===== config.mk =====
export PLATFORM = sky130hd
export DESIGN_NAME = motor_position_capture
export DESIGN_NICKNAME = d
export VERILOG_FILES = /design/src/logic/capture_pkg.sv /design/src/logic/motor_position_capture.sv /design/src/logic/capture_channel.sv
export SDC_FILE = /design/constraint.sdc
export NUM_CORES = 1
export LEC_CHECK = 0
export ABC_CLOCK_PERIOD_IN_PS = 6400
export BUFFER_PORTS_ARGS = -buffer_cell sky130_fd_sc_hd__buf_2
export CORE_UTILIZATION = 57
export DETAILED_ROUTE_END_ITERATION = 12
export PLACE_DENSITY = 0.77
export SYNTH_ARGS = -nofsm -noshare
export SYNTH_HDL_FRONTEND = slang
export SYNTH_SLANG_ARGS = --single-unit

===== constraint.sdc =====
create_clock -name i_clk_sys -period 6.4 [get_ports i_clk_sys]
set_clock_uncertainty 0.1 [all_clocks]
set_input_delay 0.32 -clock i_clk_sys [delete_from_list [all_inputs] [get_ports i_clk_sys]]
set_output_delay 0.32 -clock i_clk_sys [all_outputs]
set_load 0.02 [all_outputs]

===== src/logic/capture_pkg.sv =====
// Function
// - two independent channels, each with own pin
// - edge select 0 falling, 1 rising, immediate
// - start/stop 0 cancel, 1 once, 2 continuous
// - single-shot latches first edge, then stops
// - continuous latches every edge until cancelled
// - status bit0 channel one, bit1 channel two
// - latched position is signed 32-bit value
// - reference change recomputes stored positions
// - 16-bit event counter, cleared on activation, or loaded with 1 if a running channel sees an edge in that cycle
package capture_pkg;

	// ------------------------------------------------------------
	// widths
	// ------------------------------------------------------------
	localparam int ADDR_W = 16;
	localparam int REG_W  = 16;
	localparam int POS_W  = 32;
	localparam int CNT_W  = 16;

	// ------------------------------------------------------------
	// parameter addresses
	// ------------------------------------------------------------
	localparam logic [15:0] STATUS_ADDR = 16'h0a02;
	localparam logic [15:0] EDGE1_ADDR  = 16'h0a04;
	localparam logic [15:0] EDGE2_ADDR  = 16'h0a06;
	localparam logic [15:0] START1_ADDR = 16'h0a08;
	localparam logic [15:0] START2_ADDR = 16'h0a0a;
	localparam logic [15:0] POS1_ADDR   = 16'h0a0c;
	localparam logic [15:0] POS2_ADDR   = 16'h0a0e;
	localparam logic [15:0] COUNT1_ADDR = 16'h0a10;
	localparam logic [15:0] COUNT2_ADDR = 16'h0a12;

	// ------------------------------------------------------------
	// field layout and reset values
	// ------------------------------------------------------------
	localparam int          STATUS_ONE_BIT = 0;
	localparam int          STATUS_TWO_BIT = 1;
	localparam logic        EDGE_FALL      = 1'b0;
	localparam logic        EDGE_RISE      = 1'b1;
	localparam logic        EDGE_RESET     = 1'b0;
	localparam logic [15:0] MODE_MAX       = 16'h0002;
	localparam logic [15:0] CNT_ONE        = 16'h0001;
	localparam logic [15:0] CNT_ZERO       = 16'h0000;

	// ------------------------------------------------------------
	// channel run modes
	// ------------------------------------------------------------
	typedef enum logic [1:0] {
		MODE_STOP = 2'b00,
		MODE_ONCE = 2'b01,
		MODE_CONT = 2'b10
	} cap_mode_t;

endpackage


===== src/logic/motor_position_capture.sv =====
`timescale 1ns/1ps
module motor_position_capture (
	input  wire logic               i_clk_sys,           // 100 MHz system clock
	input  wire logic               i_rst,               // async reset, high
	input  wire logic               i_first_trigger_pin,  // capture input one
	input  wire logic               i_second_trigger_pin, // capture input two
	input  wire logic signed [31:0] i_motor_pos,         // live position, user units
	input  wire logic               i_ref_adjust,        // reference redefined pulse
	input  wire logic signed [31:0] i_ref_delta,         // new minus old reference
	input  wire logic [15:0]        i_par_addr,          // parameter address
	input  wire logic               i_par_wr,            // write request pulse
	input  wire logic               i_par_rd,            // read request pulse
	input  wire logic [31:0]        i_par_wdata,         // write data
	output logic [31:0]             o_par_rdata,         // read data
	output logic                    o_par_ack,           // answer pulse
	output logic                    o_par_err            // refused access pulse
);

	// ------------------------------------------------------------
	// legality checks on written values
	// ------------------------------------------------------------
	function automatic logic edge_val_ok(input logic [15:0] v);
		edge_val_ok = (v[15:1] == 15'h0000);
	endfunction

	function automatic logic mode_val_ok(input logic [15:0] v);
		mode_val_ok = (v <= capture_pkg::MODE_MAX);
	endfunction

	// ------------------------------------------------------------
	// stored configuration
	// ------------------------------------------------------------
	logic                   edge_one;
	logic                   edge_two;
	logic [15:0]            act_one;
	logic [15:0]            act_two;
	logic signed [31:0]     pos_one;
	logic signed [31:0]     pos_two;
	logic [15:0]            count_one;
	logic [15:0]            count_two;
	logic                   capt_one;
	logic                   capt_two;
	capture_pkg::cap_mode_t mode_one;
	capture_pkg::cap_mode_t mode_two;
	logic [31:0]            next_rdata;
	logic                   next_err;

	// address decode
	wire [15:0] wval     = i_par_wdata[15:0];
	wire        a_status = (i_par_addr == capture_pkg::STATUS_ADDR);
	wire        a_edge1  = (i_par_addr == capture_pkg::EDGE1_ADDR);
	wire        a_edge2  = (i_par_addr == capture_pkg::EDGE2_ADDR);
	wire        a_start1 = (i_par_addr == capture_pkg::START1_ADDR);
	wire        a_start2 = (i_par_addr == capture_pkg::START2_ADDR);
	wire        a_pos1   = (i_par_addr == capture_pkg::POS1_ADDR);
	wire        a_pos2   = (i_par_addr == capture_pkg::POS2_ADDR);
	wire        a_cnt1   = (i_par_addr == capture_pkg::COUNT1_ADDR);
	wire        a_cnt2   = (i_par_addr == capture_pkg::COUNT2_ADDR);
	wire        a_known  = a_status | a_edge1 | a_edge2 | a_start1 | a_start2
	                     | a_pos1 | a_pos2 | a_cnt1 | a_cnt2;

	// accepted writes; a write wins over a read in the same cycle
	wire wr_edge1  = i_par_wr & a_edge1 & edge_val_ok(wval);
	wire wr_edge2  = i_par_wr & a_edge2 & edge_val_ok(wval);
	wire wr_start1 = i_par_wr & a_start1 & mode_val_ok(wval);
	wire wr_start2 = i_par_wr & a_start2 & mode_val_ok(wval);
	wire wr_taken  = wr_edge1 | wr_edge2 | wr_start1 | wr_start2;
	wire rd_only   = i_par_rd & ~i_par_wr;

	// mode decode of the start/stop value
	wire capture_pkg::cap_mode_t start_mode = capture_pkg::cap_mode_t'(wval[1:0]);

	// status word bits
	wire [15:0] status_word = {14'h0000, capt_two, capt_one};

	// ------------------------------------------------------------
	// configuration registers
	// ------------------------------------------------------------
	// edge select takes effect on the next cycle's detection
	always_ff @(posedge i_clk_sys or posedge i_rst) begin
		if (i_rst) begin
			edge_one <= capture_pkg::EDGE_RESET;
			edge_two <= capture_pkg::EDGE_RESET;
		end else begin
			if (wr_edge1)
				edge_one <= wval[0];
			if (wr_edge2)
				edge_two <= wval[0];
		end
	end

	// start/stop values read back as last written
	always_ff @(posedge i_clk_sys or posedge i_rst) begin
		if (i_rst) begin
			act_one <= 16'h0000;
			act_two <= 16'h0000;
		end else begin
			if (wr_start1)
				act_one <= wval;
			if (wr_start2)
				act_two <= wval;
		end
	end

	// ------------------------------------------------------------
	// channels
	// ------------------------------------------------------------
	// two identical independent channels, one pin each
	capture_channel u_chan_one (
		.i_clk_sys    (i_clk_sys),
		.i_rst        (i_rst),
		.i_trig       (i_first_trigger_pin),
		.i_edge_rise  (edge_one),
		.i_start      (wr_start1),
		.i_start_mode (start_mode),
		.i_motor_pos  (i_motor_pos),
		.i_ref_adjust (i_ref_adjust),
		.i_ref_delta  (i_ref_delta),
		.o_pos        (pos_one),
		.o_count      (count_one),
		.o_captured   (capt_one),
		.o_mode       (mode_one)
	);

	capture_channel u_chan_two (
		.i_clk_sys    (i_clk_sys),
		.i_rst        (i_rst),
		.i_trig       (i_second_trigger_pin),
		.i_edge_rise  (edge_two),
		.i_start      (wr_start2),
		.i_start_mode (start_mode),
		.i_motor_pos  (i_motor_pos),
		.i_ref_adjust (i_ref_adjust),
		.i_ref_delta  (i_ref_delta),
		.o_pos        (pos_two),
		.o_count      (count_two),
		.o_captured   (capt_two),
		.o_mode       (mode_two)
	);

	// ------------------------------------------------------------
	// answer path
	// ------------------------------------------------------------
	// read mux and refusal decode
	always_comb begin
		next_rdata = 32'h0000_0000;
		next_err   = 1'b0;
		if (i_par_wr) begin
			next_err = ~wr_taken;
		end else if (i_par_rd) begin
			next_err = ~a_known;
			if (a_status)
				next_rdata = {16'h0000, status_word};
			else if (a_edge1)
				next_rdata = {31'h0000_0000, edge_one};
			else if (a_edge2)
				next_rdata = {31'h0000_0000, edge_two};
			else if (a_start1)
				next_rdata = {16'h0000, act_one};
			else if (a_start2)
				next_rdata = {16'h0000, act_two};
			else if (a_pos1)
				next_rdata = pos_one;
			else if (a_pos2)
				next_rdata = pos_two;
			else if (a_cnt1)
				next_rdata = {16'h0000, count_one};
			else if (a_cnt2)
				next_rdata = {16'h0000, count_two};
		end
	end

	// registered answer, one cycle after the request
	always_ff @(posedge i_clk_sys or posedge i_rst) begin
		if (i_rst) begin
			o_par_rdata <= 32'h0000_0000;
			o_par_ack   <= 1'b0;
			o_par_err   <= 1'b0;
		end else begin
			o_par_rdata <= next_rdata;
			o_par_ack   <= i_par_wr | i_par_rd;
			o_par_err   <= next_err;
		end
	end

	// ------------------------------------------------------------
	// checks
	// ------------------------------------------------------------
	status_map_a: assert property (@(posedge i_clk_sys) disable iff (i_rst)
		(rd_only && a_status)
		|=> (o_par_ack && o_par_rdata[1:0] == {$past(capt_two), $past(capt_one)}
		     && o_par_rdata[31:2] == 30'h0000_0000))
		else $error("status word does not show channel flags");

	mode_decode_a: assert property (@(posedge i_clk_sys) disable iff (i_rst)
		(wr_start1 && wval == 16'h0002) |=> mode_one == capture_pkg::MODE_CONT
		##1 mode_one == capture_pkg::MODE_CONT || $past(wr_start1))
		else $error("continuous start not decoded");

	cancel_a: assert property (@(posedge i_clk_sys) disable iff (i_rst)
		(wr_start2 && wval == 16'h0000) |=> mode_two == capture_pkg::MODE_STOP)
		else $error("cancel did not stop channel two");

	edge_write_a: assert property (@(posedge i_clk_sys) disable iff (i_rst)
		wr_edge1 |=> edge_one == $past(wval[0]))
		else $error("edge select not stored");

	bad_value_a: assert property (@(posedge i_clk_sys) disable iff (i_rst)
		(i_par_wr && a_start1 && wval > capture_pkg::MODE_MAX)
		|=> (o_par_err && $stable(act_one)))
		else $error("illegal start value accepted");

	unmapped_a: assert property (@(posedge i_clk_sys) disable iff (i_rst)
		(rd_only && !a_known) |=> (o_par_ack && o_par_err && o_par_rdata == 32'h0000_0000))
		else $error("unmapped read not refused");

	pos_read_a: assert property (@(posedge i_clk_sys) disable iff (i_rst)
		(rd_only && a_pos2) |=> o_par_rdata == $past(pos_two))
		else $error("position read mismatch");

endmodule


===== src/logic/capture_channel.sv =====
`timescale 1ns/1ps
module capture_channel (
	input  wire logic                   i_clk_sys,    // system clock
	input  wire logic                   i_rst,        // async reset, high
	input  wire logic                   i_trig,       // capture input pin
	input  wire logic                   i_edge_rise,  // 1 rising, 0 falling
	input  wire logic                   i_start,      // start/stop write pulse
	input  wire capture_pkg::cap_mode_t i_start_mode, // mode written
	input  wire logic signed [31:0]     i_motor_pos,  // live motor position
	input  wire logic                   i_ref_adjust, // reference redefined pulse
	input  wire logic signed [31:0]     i_ref_delta,  // new minus old reference
	output logic signed [31:0]          o_pos,        // latched position
	output logic [15:0]                 o_count,      // capture event count
	output logic                        o_captured,   // captured since start
	output capture_pkg::cap_mode_t      o_mode        // current run mode
);

	logic trig_meta;
	logic trig_sync;
	logic trig_prev;
	logic [2:0] warm;
	capture_pkg::cap_mode_t next_mode;

	// edge detection on the synchronised pin
	wire rise    = trig_sync & ~trig_prev;
	wire fall    = ~trig_sync & trig_prev;
	wire edge_ok = (i_edge_rise == capture_pkg::EDGE_RISE) ? rise : fall;
	// history trusted only once every stage holds a sampled pin level,
	// so a pin idling high through reset gives no false rising edge
	wire hist_ok = warm[2];
	wire hit     = (o_mode != capture_pkg::MODE_STOP) & edge_ok & hist_ok;

	// mode sequencing
	always_comb begin
		if (i_start)
			next_mode = i_start_mode;
		else if (hit && o_mode == capture_pkg::MODE_ONCE)
			next_mode = capture_pkg::MODE_STOP;
		else
			next_mode = o_mode;
	end

	// two-stage synchroniser and edge history
	always_ff @(posedge i_clk_sys or posedge i_rst) begin
		if (i_rst) begin
			trig_meta <= 1'b0;
			trig_sync <= 1'b0;
			trig_prev <= 1'b0;
			warm      <= 3'b000;
		end else begin
			trig_meta <= i_trig;
			trig_sync <= trig_meta;
			trig_prev <= trig_sync;
			warm      <= {warm[1:0], 1'b1};
		end
	end

	// mode, counter and status flag; an edge in the start cycle counts only if the channel was already running
	always_ff @(posedge i_clk_sys or posedge i_rst) begin
		if (i_rst) begin
			o_mode     <= capture_pkg::MODE_STOP;
			o_count    <= capture_pkg::CNT_ZERO;
			o_captured <= 1'b0;
		end else begin
			o_mode <= next_mode;
			if (i_start) begin
				o_count    <= hit ? capture_pkg::CNT_ONE : capture_pkg::CNT_ZERO;
				o_captured <= hit;
			end else if (hit) begin
				o_count    <= o_count + capture_pkg::CNT_ONE;
				o_captured <= 1'b1;
			end
		end
	end

	// position latch; a fresh capture wins over a recompute
	always_ff @(posedge i_clk_sys or posedge i_rst) begin
		if (i_rst)
			o_pos <= 32'sh0000_0000;
		else if (hit)
			o_pos <= i_motor_pos;
		else if (i_ref_adjust)
			o_pos <= o_pos + i_ref_delta;
	end

	// ------------------------------------------------------------
	// checks
	// ------------------------------------------------------------
	once_stop_a: assert property (@(posedge i_clk_sys) disable iff (i_rst)
		(hit && !i_start && o_mode == capture_pkg::MODE_ONCE)
		|=> o_mode == capture_pkg::MODE_STOP)
		else $error("single-shot channel kept running");

	cont_keep_a: assert property (@(posedge i_clk_sys) disable iff (i_rst)
		(!i_start && o_mode == capture_pkg::MODE_CONT)
		|=> o_mode == capture_pkg::MODE_CONT)
		else $error("continuous channel stopped without cancel");

	count_step_a: assert property (@(posedge i_clk_sys) disable iff (i_rst)
		(hit && !i_start) |=> o_count == $past(o_count) + capture_pkg::CNT_ONE)
		else $error("counter did not step on capture");

	start_clear_a: assert property (@(posedge i_clk_sys) disable iff (i_rst)
		(i_start && !hit) |=> (o_count == capture_pkg::CNT_ZERO && !o_captured))
		else $error("start did not clear counter and flag");

	pos_latch_a: assert property (@(posedge i_clk_sys) disable iff (i_rst)
		hit |=> o_pos == $past(i_motor_pos))
		else $error("position not latched on edge");

	recalc_a: assert property (@(posedge i_clk_sys) disable iff (i_rst)
		(i_ref_adjust && !hit) |=> o_pos == $past(o_pos) + $past(i_ref_delta))
		else $error("position not recomputed");

	edge_sel_a: assert property (@(posedge i_clk_sys) disable iff (i_rst)
		(hit && i_edge_rise) |-> ($past(i_trig, 2) && !$past(i_trig, 3)))
		else $error("rising capture without rising pin");

	edge_fall_a: assert property (@(posedge i_clk_sys) disable iff (i_rst)
		(hit && !i_edge_rise) |-> (!$past(i_trig, 2) && $past(i_trig, 3)))
		else $error("falling capture without falling pin");

endmodule


==> results.md <==
- The via count is 9832.
- The cell depth of the worst hold path is 3.
- The growth of design area from synthesis to finish is 14.2%.
- The synthesized netlist devotes 18.2% of its cell area to simple gates.
- Yosys mapped the design onto 69 distinct sky130hd cell types.
- The leakage power is 0.00570 uW.
- The via count of the first global-routing pass is 9287.
- The number of gates resized after CTS was 0.
- The number of clock buffers added by TritonCTS is 17.
- Setup violations remaining at the end of the flow were counted as 0.
- The critical setup path kind is reg -> reg.
- The cell type with the highest aggregate area in the netlist is sky130_fd_sc_hd__dfrtp_1.
- After clock tree synthesis, the clock-pin slew on the worst setup and hold paths is 0.07 ns.
- The number of H-tree levels is 4.
- The hold violation total from the final report was 0.
- The maximum frequency from static timing analysis is 266 MHz.
- The hold-critical path endpoint is u_chan_two.o_pos[16].
- In this run, the number of DRC markers left after iteration 0 of detailed routing was 908.
- After synthesis, the largest family of logic cells by area is compound AO/OA/AOI/OAI gates.
- The wire-length estimate of the detail-placed layout is 21200 um.
- The worst-case register-to-register setup slack is 2.64 ns.
- The I/O pin count is 153.
- The global route total overflow is 0.
- The clock net sink count is 179.
- The starting density of the core is 58.6%.
- In the final timing run, aggregate negative setup slack is 0 ns.
- The final routed wire length divided by cell count is 18.4 um.
- The initial antenna violation count is 0.
- The average vias per placed instance is 6.02.
- The share of post-route cells with drive strength above 1 is 16.2%.
- The number of filler cells placed in the layout is 1593.
- In this run the vertical extent of the chip is 141 um.
- The number of cells on the worst reg-to-reg path is 13.
- The sequential cells in the finished layout cover a total of 4480 um^2.
- The area share of fa/ha/maj cells after synthesis is 7.62%.
- The maximum vdd ir drop is 0.223 mV.
- The period utilization is 58.8%.
- The total count of max-transition violations in the final report is 0.
- The clock reaches the later pin of the worst-skew pair after 0.44 ns.
- After detailed routing, the number of remaining DRC violations is 0.
- The first global-routing pass estimated 48700 um of wire.
- The xor-xnor portion of the synthesized cell area is 5.63%.
- The required time at the endpoint of the critical path is 6.62 ns.
- At the end of routability-driven placement, the weighted congestion stood at 0.919.
- The normalized max-slew margin is 29.8%.
- The total area inside the core boundary comes to 18800 um^2.
- The Yosys step of the flow raised 0 warnings.
- Sorting the synthesized cells by area gives the leading types as sky130_fd_sc_hd__dfrtp_1 (41%), sky130_fd_sc_hd__ha_1 (7.3%), sky130_fd_sc_hd__a21oi_1 (5.2%), sky130_fd_sc_hd__nand2_1 (5.1%), sky130_fd_sc_hd__o21ai_0 (5.0%).
- The final critical-path required period is 3.76 ns.
- The overall routed net length is 30100 um.
- The root buffer cell is sky130_fd_sc_hd__clkbuf_16.
- Yosys mapped a number of flops with a built-in enable equal to 0.
- The floorplan has 50 rows.
- Max-cap violations in this run came to 0.
- The cell area after technology mapping is 11000 um^2.
- The area share of the leading cell type in the synthesized netlist is 40.6%.
- Among all cell types in the netlist, the one instantiated most often is sky130_fd_sc_hd__dfrtp_1.
- The worst register-to-register path ends at u_chan_two.o_pos[24].
- Summing the areas of all compound-gate instances in the mapped netlist gives 20.4% of the synthesized area.
- In the synthesized netlist, the number of instances is 1243.
- The worst setup path is captured at a flip-flop.
- The total nets after synthesis is 1428.
- The total die area is 19900 um^2.
- Of the post-synthesis cell area, the part taken by muxes is 4.82%.
- The count of port buffers added during placement is 136.
- For this run, the post-layout net count is 1546.
- The number of diodes added for antenna fixing is 0.
- The startpoint of the worst-slack reg-to-reg timing path is u_chan_two.o_pos[0].
- The global routing usage summed across all routing layers is 31.2%.
- The share of flip-flops with an asynchronous set or reset after synthesis is 100%.
- The remaining antenna violation count is 0.
- The CTS tree is done.
- Dividing total power by cell area gives a power density of 419 nW/um^2.
- After detailed placement, the total cell area comes to 11900 um^2.
- The worst hold path startpoint is i_motor_pos[16].
- The data arrival time of the critical path is 3.98 ns.
- The first detailed-routing pass ran for 4 iterations.
- Along the worst path, the maximum fanout reaches 4.
- The finished cells cover 12600 um^2.
- Entering global routing, the biggest net connects 77 pins.
- Counting flops and latches in the post-synthesis netlist gives 179.
- In this run the horizontal extent of the chip is 141 um.
- In the final layout, the multi-input gates occupy 6270 um^2.
- At the pin with the least slew margin, the transition time is 1.05 ns.
- The maximum clock path buffer count is 2.
- The worst setup path is launched from a flip-flop.
- Ranked by instance count, the synthesized netlist is headed by sky130_fd_sc_hd__dfrtp_1 (179), sky130_fd_sc_hd__nand2_1 (151), sky130_fd_sc_hd__nor2_1 (121).
- The run finished with clean final reports.
- The path type of the worst min-delay path is in -> reg.
- The share of the yosys chip area belonging to registers is 40.6%.
- The flip-flop cell with the highest count after synthesis is sky130_fd_sc_hd__dfrtp_1.
- Setup repair after global routing left no endpoint under its margin.
- The mean post-synth cell area is 8.88 um^2.
[power breakdown]
| part | internal [uW] | switching [uW] |
|---|---|---|
| registers | 1440 | 298 |
| clock network | 555 | 509 |
| logic | 1100 | 1380 |
| total | 3090 | 2190 |
[layer usage]
layer | up-vias | part of all wire (%) | global-route usage [%]
met5 | - | 0 | 0
met2 | 350 | 45 | 47.5
met4 | 0 | 2.1 | 9.78
met1 | 4750 | 46 | 45.0
met3 | 53 | 7.1 | 6.01
li1 | 4679 | - | -
[flip-flops by register name (all words and copies together) (netlist names), 2 cells and up]
name	count
u_chan_two.o_pos	32
act_two	16
u_chan_one.o_pos	32
o_par_rdata	32
u_chan_two.warm	2
u_chan_two.o_count	16
u_chan_one.o_mode	2
act_one	16
u_chan_one.o_count	16
u_chan_two.o_mode	2
[timing repair]
item                                   CTS  global route
hold buffers                             9             0
endpoints found under the hold margin   82             0
buffers inserted                         0             0
[worst max-delay path by stage]
| stage | startpoint | endpoint | cells after the start |
|---|---|---|---|
| floorplan | i_rst | act_one[0] | 1 |
| CTS | u_chan_two.o_pos[0] | u_chan_two.o_pos[24] | 13 |
| global route | u_chan_two.o_pos[0] | u_chan_two.o_pos[24] | 13 |
| detailed placement | i_ref_delta[0] | u_chan_two.o_pos[24] | 14 |
| finish | u_chan_two.o_pos[0] | u_chan_two.o_pos[24] | 13 |
| global placement | i_ref_delta[0] | u_chan_two.o_pos[24] | 14 |
[through the flow]
stage | setup slack (ns) | hold slack, ns | instances | utilization, % | total power [uW]
floorplan | 1.12 | 0.231 | 1243 | - | 3590
global placement | 2.78 | 0.231 | 1593 | 63.3 | 4070
detailed placement | 2.71 | 0.239 | 1593 | 63.3 | 4150
CTS | 2.77 | 0.00130 | 1634 | 66.9 | 5240
global route | 2.42 | 0.0121 | 1634 | 66.9 | 5640
finish | 2.64 | 0.0102 | 1634 | 66.9 | 5280
[critical path, stage by stage, from the launching register on]
cell                       delay, ns
sky130_fd_sc_hd__dfrtp_1        0.38
sky130_fd_sc_hd__ha_1           0.22
sky130_fd_sc_hd__inv_1          0.07
sky130_fd_sc_hd__fa_1           0.37
sky130_fd_sc_hd__nor2b_1        0.17
sky130_fd_sc_hd__o21a_1         0.17
sky130_fd_sc_hd__o21ai_0        0.21
sky130_fd_sc_hd__a211oi_1       0.53
sky130_fd_sc_hd__o211ai_1       0.22
sky130_fd_sc_hd__nand2_1        0.20
sky130_fd_sc_hd__a21oi_1        0.13
sky130_fd_sc_hd__or3b_2         0.47
sky130_fd_sc_hd__a311oi_1       0.33
sky130_fd_sc_hd__nor2_1         0.07
[cell type report]
type                    instances  share of cell area [%]
well taps                     260                    2.58
flip-flops and latches        179                    35.5
clock inverters                15                    1.30
multi-input cells             986                    49.8
clock buffers                  17                    3.38
inverters                      21                   0.665
repair buffers                156                    6.77
[cells by family after synthesis]
kind of cell | count (synthesis)
other | 1
xor gates and xnor gates | 71
adders and majority gates | 66
DFF | 179
AOI/OAI and AO/OA | 367
muxes | 51
buffers and inverters | 78
and+or+nand+nor | 430
[cell usage in the layout (no fill, tap or decap), types with 4 or more instances in the layout]
cell type                       count
sky130_fd_sc_hd__nor2_1           121
sky130_fd_sc_hd__or2_2              5
sky130_fd_sc_hd__ha_1              64
sky130_fd_sc_hd__xor2_1            30
sky130_fd_sc_hd__nor4_1             4
sky130_fd_sc_hd__nand4_1           19
sky130_fd_sc_hd__xnor2_1           41
sky130_fd_sc_hd__o211ai_1           9
sky130_fd_sc_hd__a211oi_1          10
sky130_fd_sc_hd__clkbuf_16         17
sky130_fd_sc_hd__o21ai_2            4
sky130_fd_sc_hd__nor2b_1           10
sky130_fd_sc_hd__or3_1             11
sky130_fd_sc_hd__and2_1            35
sky130_fd_sc_hd__a21oi_1          115
sky130_fd_sc_hd__buf_2            136
sky130_fd_sc_hd__nor3_1            12
sky130_fd_sc_hd__a221oi_1          17
sky130_fd_sc_hd__nand2_1          151
sky130_fd_sc_hd__o21bai_1           7
sky130_fd_sc_hd__buf_4             11
sky130_fd_sc_hd__nand3_1           24
sky130_fd_sc_hd__o21ai_1            6
sky130_fd_sc_hd__o21ai_0          110
sky130_fd_sc_hd__mux2_2            17
sky130_fd_sc_hd__o21a_1            13
sky130_fd_sc_hd__a22oi_1           17
sky130_fd_sc_hd__a31oi_1            6
sky130_fd_sc_hd__dlygate4sd3_1      9
sky130_fd_sc_hd__inv_6              7
sky130_fd_sc_hd__a21o_1            22
sky130_fd_sc_hd__dfrtp_1          179
sky130_fd_sc_hd__or4_1              5
sky130_fd_sc_hd__inv_1             19
sky130_fd_sc_hd__and3_1            12
sky130_fd_sc_hd__mux2i_1           34
No activity file was read; power rests on OpenSTA's default activity.
